==> src/core/act_pkg.sv <==
// constants, field layout and types shared by the converter control block
package act_pkg;

   // ----------------------------------------------------------------
   // register byte offsets
   // ----------------------------------------------------------------
   localparam logic [4:0] OFS_CTRL0 = 5'h00;
   localparam logic [4:0] OFS_CTRL1 = 5'h04;
   localparam logic [4:0] OFS_VREF = 5'h08;
   localparam logic [4:0] OFS_RES_HI = 5'h0c;
   localparam logic [4:0] OFS_RES_LO = 5'h10;
   localparam logic [4:0] OFS_IRQ = 5'h14;

   // ----------------------------------------------------------------
   // field positions
   // ----------------------------------------------------------------
   localparam int C0_ON_BIT = 0;
   localparam int C0_GO_BIT = 1;
   localparam int C0_CHS_LSB = 2;
   localparam int C1_PREF_LSB = 0;
   localparam int C1_NREF_BIT = 2;
   localparam int C1_CS_LSB = 4;
   localparam int C1_FM_BIT = 7;
   localparam int VR_ADG_LSB = 0;
   localparam int VR_CDG_LSB = 2;
   localparam int VR_TEMP_RANGE_SELECT_BIT = 4;
   localparam int VR_TEMP_INDICATOR_ENABLE_BIT = 5;
   localparam int VR_RDY_BIT = 6;
   localparam int VR_EN_BIT = 7;
   localparam int IRQ_FLAG_BIT = 0;
   localparam int IRQ_IE_BIT = 1;

   // ----------------------------------------------------------------
   // reset values and writable masks
   // ----------------------------------------------------------------
   localparam logic [7:0] CTRL0_RST = 8'h00;
   localparam logic [7:0] CTRL1_RST = 8'h00;
   localparam logic [7:0] VREF_RST = 8'h00;
   localparam logic [7:0] CTRL0_MASK = 8'hfd;
   localparam logic [7:0] CTRL1_MASK = 8'hf7;
   localparam logic [7:0] VREF_MASK = 8'hbf;

   // ----------------------------------------------------------------
   // converter timing and codes
   // ----------------------------------------------------------------
   localparam int RES_BITS = 10;
   // 11.5 converter clock periods counted in half periods
   localparam int HALF_TICKS = 23;
   localparam logic [4:0] HALF_LAST = 5'(HALF_TICKS - 1);
   localparam logic [4:0] HALF_LAST_BIT = 5'h13;
   localparam logic [9:0] SAR_FIRST = 10'h200;
   localparam logic [1:0] CS_RC_LOW = 2'h3;
   localparam logic [1:0] PREF_PIN = 2'h0;
   localparam logic [1:0] PREF_VDD = 2'h1;
   localparam logic [1:0] PREF_FVR2 = 2'h2;
   localparam logic [1:0] PREF_FVR4 = 2'h3;
   localparam logic LOW_VOLTAGE_PART = 1'b0;
   // channel map: ports a..f on chs[5:3] = 0..5, pin on chs[2:0]
   localparam logic [2:0] PORT_E = 3'h4;
   localparam logic [2:0] PORT_F = 3'h5;
   localparam logic [2:0] PINS_MAIN = 3'h7;
   localparam logic [2:0] PINS_E = 3'h3;
   localparam logic [5:0] CH_GND = 6'h3b;
   localparam logic [5:0] CH_TEMP = 6'h3c;
   localparam logic [5:0] CH_DAC = 6'h3d;
   localparam logic [5:0] CH_FVR = 6'h3e;

   typedef enum logic [0:0] {ST_IDLE, ST_CONVERT} act_state_type;

endpackage

==> src/core/act_tad_if.sv <==
// converter clock request and half-period tick between control and divider
`timescale 1ns/1ps
interface act_tad_if;
   logic [2:0] conv_clock_select;
   logic restart;
   logic half_tick;
   modport ctl (output conv_clock_select, output restart,
      input half_tick);
   modport div (input conv_clock_select, input restart,
      output half_tick);
endinterface

==> src/core/act_adc_ctrl.sv <==
// converter control, reference and temperature indicator register block
//
// Summary of operation
// RQ1: range bit set selects temperature high range
// RQ2: range bit clear selects temperature low range
// RQ3: ten-bit successive approximation result into result pair
// RQ4: six-bit channel field drives sample multiplexer
// RQ5: ports a-f, temp, dac, fixed ref, ground
// RQ6: software waits settling after channel change
// RQ7: positive reference: pin, supply, fixed 2x, 4x
// RQ8: negative reference bit: pin or ground
// RQ9: clock field picks divider ratio or rc
// RQ10: conversion lasts eleven and a half periods
// RQ11: completion raises interrupt, wakes from sleep
// RQ12: divided clocks follow system clock, rc independent
// RQ13: software waits acquisition after temp selection
// RQ14: software averages ten temperature readings
// RQ15: software selects ground before lower channel
// RQ16: indicator enable bit powers sensor on/off
// RQ17: go bit starts conversion when converter on
// RQ18: completion clears go, sets flag, updates results
// RQ19: format bit picks left or right justification
// RQ20: divider counts system cycles, restarts each conversion
// RQ21: temperature input valid only while indicator enabled
`timescale 1ns/1ps
module act_adc_ctrl (
   input wire logic i_clock,
   input wire logic i_nrst,
   input wire logic [4:0] i_avs_address,
   input wire logic i_avs_read,
   input wire logic i_avs_write,
   input wire logic [31:0] i_avs_writedata,
   output logic [31:0] o_avs_readdata,
   output logic o_avs_waitrequest,
   input wire logic i_rc_osc,
   input wire logic i_cmp_above,
   input wire logic i_fvr_ready,
   input wire logic i_sleep,
   output logic [5:0] o_chan_sel,
   output logic o_chan_legal,
   output logic o_sample,
   output logic [act_pkg::RES_BITS-1:0] o_sar_code,
   output logic [1:0] o_pos_ref_sel,
   output logic o_neg_ref_sel,
   output logic o_fvr_enable,
   output logic [1:0] o_conv_ref_gain,
   output logic [1:0] o_comp_ref_gain,
   output logic o_temp_enable,
   output logic o_temp_high_range,
   output logic o_temp_valid,
   output logic o_conv_active,
   output logic o_irq,
   output logic o_wake
);
   import act_pkg::*;

   act_tad_if tad ();

   logic ack_q;
   logic [7:0] rdata_q;
   logic [7:0] ctrl0_q;
   logic [7:0] ctrl1_q;
   logic [7:0] vref_q;
   logic [9:0] res_q;
   logic [9:0] sar_q;
   logic [9:0] sar_d;
   logic [4:0] hc_q;
   logic flag_q;
   logic ie_q;
   logic cmp_m_q;
   logic cmp_s_q;
   logic rdy_m_q;
   logic rdy_s_q;
   logic legal_q;
   logic tvalid_q;
   act_state_type state_q;
   act_state_type state_d;

   // ----------------------------------------------------------------
   // avalon slave: one wait state, then the access completes
   // ----------------------------------------------------------------
   wire req = i_avs_read || i_avs_write;
   wire wr = i_avs_write && ack_q;
   wire [7:0] wdat = i_avs_writedata[7:0];
   wire hit_c0 = (i_avs_address == OFS_CTRL0);
   wire hit_c1 = (i_avs_address == OFS_CTRL1);
   wire hit_vr = (i_avs_address == OFS_VREF);
   wire hit_hi = (i_avs_address == OFS_RES_HI);
   wire hit_lo = (i_avs_address == OFS_RES_LO);
   wire hit_irq = (i_avs_address == OFS_IRQ);
   wire wr_c0 = wr && hit_c0;
   wire wr_irq = wr && hit_irq;
   assign o_avs_waitrequest = req && !ack_q;
   assign o_avs_readdata = {24'h000000, rdata_q};

   // ----------------------------------------------------------------
   // conversion control decode
   // ----------------------------------------------------------------
   wire busy = (state_q == ST_CONVERT);
   wire conv_on = ctrl0_q[C0_ON_BIT];
   wire fmt_right = ctrl1_q[C1_FM_BIT];
   wire use_rc = (ctrl1_q[C1_CS_LSB +: 2] == CS_RC_LOW);
   // go only counts once the converter was already on
   wire go_req = wr_c0 && wdat[C0_GO_BIT] && wdat[C0_ON_BIT]
      && conv_on; // RQ17
   wire start = go_req && !busy;
   // sleep only survives with the rc clock, as that keeps running
   wire abort = busy && ((wr_c0 && (!wdat[C0_GO_BIT]
      || !wdat[C0_ON_BIT])) || (i_sleep && !use_rc));
   wire done = busy && tad.half_tick && (hc_q == HALF_LAST); // RQ10
   wire decide = busy && tad.half_tick && hc_q[0]
      && (hc_q <= HALF_LAST_BIT);
   wire [3:0] bit_idx = 4'(RES_BITS - 1) - 4'(hc_q[4:1]);

   // ----------------------------------------------------------------
   // read data selection, with result justification
   // ----------------------------------------------------------------
   wire [7:0] rd_c0 = {ctrl0_q[7:2], busy, conv_on};
   wire [7:0] rd_vr = {vref_q[7], rdy_s_q, vref_q[5:0]};
   wire [7:0] rd_hi = fmt_right ? {6'h00, res_q[9:8]}
      : res_q[9:2]; // RQ19
   wire [7:0] rd_lo = fmt_right ? res_q[7:0]
      : {res_q[1:0], 6'h00}; // RQ19
   wire [7:0] rd_irq = {6'h00, ie_q, flag_q};
   wire [7:0] rd_mux = hit_c0 ? rd_c0 : hit_c1 ? ctrl1_q
      : hit_vr ? rd_vr : hit_hi ? rd_hi : hit_lo ? rd_lo
      : hit_irq ? rd_irq : 8'h00;

   // ----------------------------------------------------------------
   // channel map and temperature channel validity
   // ----------------------------------------------------------------
   wire [2:0] ch_port = ctrl0_q[C0_CHS_LSB + 3 +: 3];
   wire [2:0] ch_pin = ctrl0_q[C0_CHS_LSB +: 3];
   wire [5:0] chs = ctrl0_q[C0_CHS_LSB +: 6];
   wire ch_special = (chs == CH_GND) || (chs == CH_TEMP)
      || (chs == CH_DAC) || (chs == CH_FVR);
   wire ch_legal_d = ch_special || ((ch_port == PORT_E)
      ? (ch_pin < PINS_E)
      : ((ch_port <= PORT_F) && (ch_pin < PINS_MAIN))); // RQ5
   wire tvalid_d = (chs == CH_TEMP) && vref_q[VR_TEMP_INDICATOR_ENABLE_BIT]; // RQ21
   wire [1:0] pref = ctrl1_q[C1_PREF_LSB +: 2];

   // ----------------------------------------------------------------
   // divider hookup
   // ----------------------------------------------------------------
   assign tad.conv_clock_select = ctrl1_q[C1_CS_LSB +: 3]; // RQ9
   assign tad.restart = start; // RQ20

   act_tad_div u_div (
      .i_clock(i_clock),
      .i_nrst(i_nrst),
      .i_rc_osc(i_rc_osc),
      .tad(tad)
   );

   // bus handshake and registered read data
   always_ff @(posedge i_clock) begin
      if (!i_nrst) begin
         ack_q <= 1'b0;
         rdata_q <= 8'h00;
      end else begin
         ack_q <= req && !ack_q;
         if (i_avs_read && !ack_q) begin
            rdata_q <= rd_mux;
         end
      end
   end

   // comparator and reference-ready pins cross in through two flops
   always_ff @(posedge i_clock) begin
      if (!i_nrst) begin
         cmp_m_q <= 1'b0;
         cmp_s_q <= 1'b0;
         rdy_m_q <= 1'b0;
         rdy_s_q <= 1'b0;
      end else begin
         cmp_m_q <= i_cmp_above;
         cmp_s_q <= cmp_m_q;
         rdy_m_q <= i_fvr_ready;
         rdy_s_q <= rdy_m_q;
      end
   end

   // software control registers
   always_ff @(posedge i_clock) begin
      if (!i_nrst) begin
         ctrl0_q <= CTRL0_RST;
         ctrl1_q <= CTRL1_RST;
         vref_q <= VREF_RST;
         ie_q <= 1'b0;
      end else begin
         if (wr_c0) begin
            ctrl0_q <= wdat & CTRL0_MASK; // RQ4
         end
         if (wr && hit_c1) begin
            ctrl1_q <= wdat & CTRL1_MASK;
         end
         if (wr && hit_vr) begin
            vref_q <= wdat & VREF_MASK; // RQ16
         end
         if (wr_irq) begin
            ie_q <= wdat[IRQ_IE_BIT];
         end
      end
   end

   // conversion sequencer
   always_comb begin
      state_d = state_q;
      case (state_q)
         ST_IDLE: begin
            if (start) begin
               state_d = ST_CONVERT; // RQ17
            end
         end
         ST_CONVERT: begin
            if (done || abort) begin
               state_d = ST_IDLE; // RQ18
            end
         end
         default: begin
            state_d = ST_IDLE;
         end
      endcase
   end

   // successive approximation: keep the trial bit if input is above
   always_comb begin
      sar_d = sar_q;
      if (start) begin
         sar_d = SAR_FIRST;
      end else if (decide) begin
         sar_d[bit_idx] = cmp_s_q; // RQ3
         if (bit_idx != 4'h0) begin
            sar_d[bit_idx - 4'h1] = 1'b1;
         end
      end
   end

   // sequencer state, half-period count, result and flag
   always_ff @(posedge i_clock) begin
      if (!i_nrst) begin
         state_q <= ST_IDLE;
         hc_q <= 5'h00;
         sar_q <= 10'h000;
         res_q <= 10'h000;
         flag_q <= 1'b0;
      end else begin
         state_q <= state_d;
         sar_q <= sar_d;
         if (start) begin
            hc_q <= 5'h00;
         end else if (busy && tad.half_tick) begin
            hc_q <= hc_q + 5'h01; // RQ10
         end
         if (done) begin
            res_q <= sar_q; // RQ18
         end
         // completion wins over a software clear in the same cycle
         flag_q <= done || (flag_q
            && !(wr_irq && wdat[IRQ_FLAG_BIT])); // RQ18
      end
   end

   // registered channel status
   always_ff @(posedge i_clock) begin
      if (!i_nrst) begin
         legal_q <= 1'b0;
         tvalid_q <= 1'b0;
      end else begin
         legal_q <= ch_legal_d;
         tvalid_q <= tvalid_d; // RQ21
      end
   end

   // ----------------------------------------------------------------
   // analog-side controls, all straight from registers except o_wake, which is also gated by i_sleep
   // ----------------------------------------------------------------
   assign o_chan_sel = chs; // RQ4
   assign o_chan_legal = legal_q;
   assign o_temp_valid = tvalid_q;
   assign o_sample = conv_on && !busy;
   assign o_sar_code = sar_q;
   // low-voltage parts have no 4x option and fall back to supply
   assign o_pos_ref_sel = (LOW_VOLTAGE_PART && pref == PREF_FVR4)
      ? PREF_VDD : pref; // RQ7
   assign o_neg_ref_sel = ctrl1_q[C1_NREF_BIT]; // RQ8
   assign o_fvr_enable = vref_q[VR_EN_BIT];
   assign o_conv_ref_gain = vref_q[VR_ADG_LSB +: 2];
   assign o_comp_ref_gain = vref_q[VR_CDG_LSB +: 2];
   assign o_temp_enable = vref_q[VR_TEMP_INDICATOR_ENABLE_BIT]; // RQ16
   assign o_temp_high_range = vref_q[VR_TEMP_RANGE_SELECT_BIT]; // RQ1 RQ2
   assign o_conv_active = busy;
   assign o_irq = flag_q && ie_q; // RQ11
   assign o_wake = flag_q && ie_q && i_sleep; // RQ11
endmodule

==> src/core/act_tad_div.sv <==
// converter clock divider: half-period ticks from system clock or rc osc
`timescale 1ns/1ps
module act_tad_div (
   input wire logic i_clock,
   input wire logic i_nrst,
   input wire logic i_rc_osc,
   act_tad_if.div tad
);
   import act_pkg::*;

   logic rc_m_q;
   logic rc_s_q;
   logic rc_d_q;
   logic [4:0] cnt_q;
   logic [2:0] shift;
   logic [4:0] reload;
   logic use_rc;
   logic sys_tick;
   logic rc_tick;

   // ----------------------------------------------------------------
   // rc oscillator pin synchroniser and edge history
   // ----------------------------------------------------------------
   always_ff @(posedge i_clock) begin
      if (!i_nrst) begin
         rc_m_q <= 1'b0;
         rc_s_q <= 1'b0;
         rc_d_q <= 1'b0;
      end else begin
         rc_m_q <= i_rc_osc;
         rc_s_q <= rc_m_q;
         rc_d_q <= rc_s_q;
      end
   end

   // ----------------------------------------------------------------
   // ratio decode: 000 /2, 100 /4, 001 /8, 101 /16, 010 /32, 110 /64
   // ----------------------------------------------------------------
   assign use_rc = (tad.conv_clock_select[1:0] == CS_RC_LOW); // RQ9
   assign shift = 3'({tad.conv_clock_select[1:0], 1'b0})
      + 3'(tad.conv_clock_select[2]); // RQ9
   assign reload = 5'((6'h01 << shift) - 6'h01);

   // restarts with each conversion; a shorter ratio cuts a stale count
   always_ff @(posedge i_clock) begin
      if (!i_nrst || tad.restart) begin
         cnt_q <= reload; // RQ20
      end else if (cnt_q == 5'h00 || cnt_q > reload) begin
         cnt_q <= reload;
      end else begin
         cnt_q <= cnt_q - 5'h01;
      end
   end

   // both rc edges are half periods; rc never follows the system clock
   assign sys_tick = !tad.restart && (cnt_q == 5'h00); // RQ12
   assign rc_tick = !tad.restart && (rc_s_q ^ rc_d_q); // RQ12
   assign tad.half_tick = use_rc ? rc_tick : sys_tick;
endmodule

==> config.mk <==
export PLATFORM = sky130hd
export DESIGN_NAME = act_adc_ctrl
export DESIGN_NICKNAME = d
export VERILOG_FILES = /design/src/core/act_pkg.sv /design/src/core/act_tad_if.sv /design/src/core/act_adc_ctrl.sv /design/src/core/act_tad_div.sv
export SDC_FILE = /design/constraint.sdc
export NUM_CORES = 1
export LEC_CHECK = 0
export BUFFER_PORTS_ARGS = -buffer_cell sky130_fd_sc_hd__buf_2
export CAP_MARGIN = 20
export CORE_MARGIN = 2
export CORE_UTILIZATION = 42
export DETAILED_ROUTE_END_ITERATION = 16
export HOLD_SLACK_MARGIN = 0.05
export PLACE_DENSITY = 0.67
export SETUP_SLACK_MARGIN = 0.05
export SYNTH_ARGS = -nofsm -noshare
export SYNTH_HDL_FRONTEND = slang
export SYNTH_SLANG_ARGS = --single-unit
export TNS_END_PERCENT = 30
==> constraint.sdc <==
create_clock -name i_clock -period 3.3 [get_ports i_clock]
set_input_delay 0.495 -clock i_clock [delete_from_list [all_inputs] [get_ports i_clock]]
set_output_delay 0.495 -clock i_clock [all_outputs]
set_load 0.05 [all_outputs]
**After elaboration in Yosys (flattened, before gate mapping)**

Index checks and enable logic that the tools add are counted.

- Add/sub/neg operators: 6
- $lt $le $gt $ge: 9
- Equal/unequal tests: 12
- Shift operators: 1
- Muxes and demuxes: 23
- Bitwise gates (word level): 4
- Reductions and logical operators: 53

Operator list:

| kind | count |
|---|---|
| $mux 8 | 7 |
| $mux 10 | 3 |
| $logic_and 1x1->1 | 29 |
| $eq 6x6->1 const B | 4 |
| $eq 5x5->1 const B | 3 |
| $logic_or 1x1->1 | 11 |
| $bwmux 10 | 1 |
| $eq 5x4->1 const B | 2 |
| $logic_not 5->1 | 2 |
| $lt 4x5->1 const B | 2 |
| $mux 5 | 2 |
| $or 10x10->10 | 1 |
| $sub 5x1->5 const B | 2 |
| $demux 1 s4 | 2 |
| $ge 4x1->1 const B | 2 |
| $logic_not 1->1 | 8 |
| $mux 1 | 6 |
| $add 5x1->5 const B | 1 |
| $eq 5x3->1 const B | 1 |
| $gt 5x5->1 | 1 |
| $le 5x5->1 const B | 1 |
| $shl 1x3->5 const A | 1 |
| $reduce_bool 4->1 | 1 |
| $sub 4x1->4 const B | 1 |
| 13 further kinds | 14 |

- Flip-flop bits (word level): 72
- Bits of input ports: 45
- Output and inout bits: 65
- Word-level logic and storage cells: 130

**Logic depth before layout (Yosys ltp)**

- Depth after elaboration: 14
- Mapped depth: 13

**Cells and area by module**

From an unflattened synthesis, not the netlist that was laid out.

- Cells, all modules: 471
- Area total of the unflattened synthesis: 3986.3 µm²

By module, submodules not included:

| module | times used | cells each | area an instance (µm²) |
|---|---|---|---|
| act_adc_ctrl | 1 | 422 | 3494.6 |
| act_tad_div | 1 | 49 | 491.7 |

**Worst setup path before layout**

OpenSTA, ideal clock, no wires.

- Path type: register -> register
- Start point: register ctrl1_q[4]
- End point: register u_div.cnt_q[0]
- Arrival: 2484 ps
- Slack: 694 ps
- Stages on the path, launching flop included: 11
- Buffers on the path: 1
- Cells stage by stage: dfxtp_1 or3_1 ha_1 xor2_1 ha_1 o21ai_0 a21oi_1 o31ai_1 and3_4 buf_6 mux2_4

- Cells in the longest elaborated chain, start to end: 7

Ends and longest elaborated chain:

| what | RTL line | RTL |
|---|---|---|
| start: declaration | act_adc_ctrl.sv:62 | `logic [7:0] ctrl1_q;` |
| start signal: assignment | act_adc_ctrl.sv:196 | `ctrl1_q <= wdat & CTRL1_MASK;` |
| $add 3x1->3 * | act_tad_div.sv:41 | `+ 3'(tad.conv_clock_select[2]);` |
| $shl 1x3->5 * | act_tad_div.sv:42 | `assign reload = 5'((6'h01 << shift) - 6'h01);` |
| $sub 5x1->5 * | act_tad_div.sv:42 |  |
| $gt 5x5->1 | act_tad_div.sv:48 | `end else if (cnt_q == 5'h00 \|\| cnt_q > reload) begin` |
| $logic_or 1x1->1 | act_tad_div.sv:48 |  |
| $mux 5 | act_tad_div.sv:48 |  |
| $mux 5 * | act_tad_div.sv:46 | `if (!i_nrst \|\| tad.restart) begin` |
| end signal: assignment | act_tad_div.sv:47 | `cnt_q <= reload;` |
| end signal: assignment | act_tad_div.sv:49 | `cnt_q <= reload;` |
| end signal: assignment | act_tad_div.sv:51 | `cnt_q <= cnt_q - 5'h01;` |
| end: declaration | act_tad_div.sv:14 | `logic [4:0] cnt_q;` |

Every way passes the cells marked *; elsewhere a longest branch is shown, timed or not.
A chain may end at the register's enable or synchronous reset.

**Worst setup path in the final report**

Ends and elaborated chain as after synthesis.

==> flow_summary.ini <==
[critical_path]
end_kind = flop
crit_chain = or3_1 > ha_1 > xor2_1 > ha_1 > o21ai_0 > a21oi_1 > o31ai_1 > and3_4 > mux2_4
cp.arrival_ps = 3120
critPathRequiredTime_ps = 3540
crit_fanout = 7
cp_common_cell = ha_1
worst_setup_path_start_kind = flop
cpPeakStageDelay_ps = 460
crit_type = flop to flop
slowest_stage = or3_1

[routing]
drc = 0
drt_pass1_iterations = 5
wl_per_cell_um = 15.4
num_vias = 3346
routed_wl_um = 9390
drt_iter0_markers = 172
via_per_inst = 5.49
postRouteAntennaNets = 0

[floorplan]
die_h_um = 99.6
ios = 110
rows = 34
design.die.area_um2 = 9910
initial_core_util_pct = 43.6
core_area_um2 = 8810
die_w_um = 99.6

[logic_synthesis]
ys.flop_type = dfxtp_1
synth.distinct_cells = 52
async_reset_ff_share_pct = 0
syn-cell-area_um2 = 3840
synth_seq_cells = 72
synthCells = 453
ys_seq_area_share_pct = 37.6
avgSynthCellArea_um2 = 8.47
synth_edf_count = 0
yosys_warnings = 0

[cts]
cts_tree = built
clk_latency_ps = 350
cts-buffers-inserted = 9
cts.clk_slew.worst_paths_ps = 70
cts_setup_buffers = 0
h-tree-depth = 3
cts_resized = 0
cts_sinks = 72
root_buffer = clkbuf_8
cts_max_path_buffers = 2
cts_hold_buf = 0

[sta]
fin_skew_ps = 11.8
tightest_slew_ps = 722
fmaxAchievable_mhz = 348
period_needed_ps = 2880
min_period_over_period_pct = 87.1
setup_tns_ps = 0
report.final.slew_viol_count = 0
hold_viol = 0
max-slew-margin-rel_pct = 51.8
setup_viol = 0
holdWs_ps = 345
rsz0062_at_grt = no

[place]
dp_hpwl_um = 6950
gp_congestion = 0.916
io_buffers = 61
post-place-cells = 596

[run]
cap_viol_max_count = 0

[grt]
grt_overflow = 0
gr-usage-all-layers_pct = 19.3
grt_first_pass_wirelength_um = 15300
grt_pass1_vias = 3062
grt_start_max_net_pins = 39
antenna_found_initial = 0

[final_layout]
final_net_count = 557
syn_to_final_growth_pct = 11.1
final_cell_mix = dfxtp_1, buf_2, nor2_1
drive_gt1_share_pct = 18.7
fin_cells = 610
final_common_cell = dfxtp_1
num_antenna_cells = 0

[power_and_ir_drop]
pwr-share-comb_pct = 19.3
power.density_nw_per_um2 = 463
switching_share_pct = 29.2
leakage_nw = 1.80
sequentialPowerShare_pct = 46.6
clockPowerShare_pct = 34.1
irDropWorstVdd_mv = 0.300
switching_power_uw = 577
power.internal_mw = 1.40

[run_status]
status = complete, no violations

[min_path]
hold_path_class = input pin to flop
-- registers in the layout, indices dropped and copies added (netlist names), 5 cells and up --
register	count
ctrl1_q	7
o_sar_code	10
vref_q	7
hc_q	5
rdata_q	8
ctrl0_q	7
res_q	10
u_div.cnt_q	5
-- final timing paths --
kind	endpoint	from	cells past startpoint	slack (ps)
hold / removal	rdy_m_q	i_fvr_ready	2	350
setup reg to reg	u_div.cnt_q[0]	ctrl1_q[4]	9	420
hold reg to reg	cmp_s_q	cmp_m_q	1	430
setup / recovery	u_div.cnt_q[0]	ctrl1_q[4]	9	420
-- synth_stat cells, types with 3 or more instances --
library cell / n / share of area (%)
a211oi_1: 4 / 0.78
a21oi_1: 33 / 4.3
a221oi_1: 3 / 0.69
a31oi_1: 7 / 1.1
a32oi_1: 3 / 0.69
and2_1: 9 / 1.5
and3_1: 4 / 0.65
buf_4: 32 / 6.3
clkbuf_1: 19 / 1.9
dfxtp_1: 72 / 38
ha_1: 12 / 3.9
inv_1: 10 / 0.98
mux2_2: 4 / 1.2
mux2i_1: 29 / 7.6
nand2_1: 31 / 3.0
nand2b_1: 6 / 0.98
nand3_1: 11 / 1.4
nand4_1: 4 / 0.65
nor2_1: 48 / 4.7
nor2b_1: 9 / 1.5
nor3_1: 14 / 1.8
o21ai_0: 28 / 3.7
o221a_2: 3 / 0.88
o22ai_1: 7 / 1.1
o31ai_1: 4 / 0.78
or3_1: 5 / 0.82
xnor2_1: 7 / 1.6
xor2_1: 3 / 0.69
-- through the flow --
step | total power [mW] | instance area, µm² | setup slack [ps] | utilization (%)
global placement | 1.30 | 4060 | 531 | 46.1
floorplan | 1.27 | 3920 | 694 | -
CTS | 1.98 | 4230 | 465 | 48.1
global route | 2.07 | 4260 | 245 | 48.4
finish | 1.97 | 4260 | 425 | 48.4
detailed placement | 1.32 | 4060 | 491 | 46.1
-- final cells by class --
type / instances / area [µm²]
clock buffers: 12 / 145
clock inverters: 1 / 30.0
fillers: 890 / 4540
inverters: 10 / 37.5
multi-input cells: 341 / 2110
flip-flops and latches: 72 / 1440
well taps: 108 / 135
repair buffers: 66 / 363
-- power groups by stage --
stage	clock (mW)	sequential (mW)	combinational, mW
after floorplan	0	0.957	0.316
after global placement	0	0.939	0.364
after detailed placement	0	0.940	0.375
after CTS	0.680	0.920	0.377
after global routing	0.721	0.924	0.426
final	0.673	0.920	0.382
-- kinds of logic (layout without fill, tap and decap cells) --
group	Yosys count	after routing	share of synthesized area (%)
compound gates	106	106	17.4
xor+xnor	10	10	2.28
fa+ha+maj	12	12	3.91
buf+inv	63	89	9.69
flops	72	72	37.6
mux	34	34	9.13
other cells	1	24	0.0978
simple gates	155	155	19.9
-- worst max-delay path, delay by kind of cell, from the launching register on --
kind                       cells  cell delay [ps]
DFF                            1              400
AOI/OAI and AO/OA              3              540
and+or+nand+nor                2              780
xor gates and xnor gates       1              210
muxes                          1              300
adders and majority gates      2              540
-- per-layer routing --
metal	up-vias	wire length [µm]	GRT usage (%)	part of all wire (%)
met1	1587	4500	27.0	48
met4	0	60	4.00	0.64
met2	102	4280	29.7	46
met5	-	0	0	0
met3	6	550	5.83	5.9
li1	1651	-	-	-
Power figures use the tool's default switching activity.
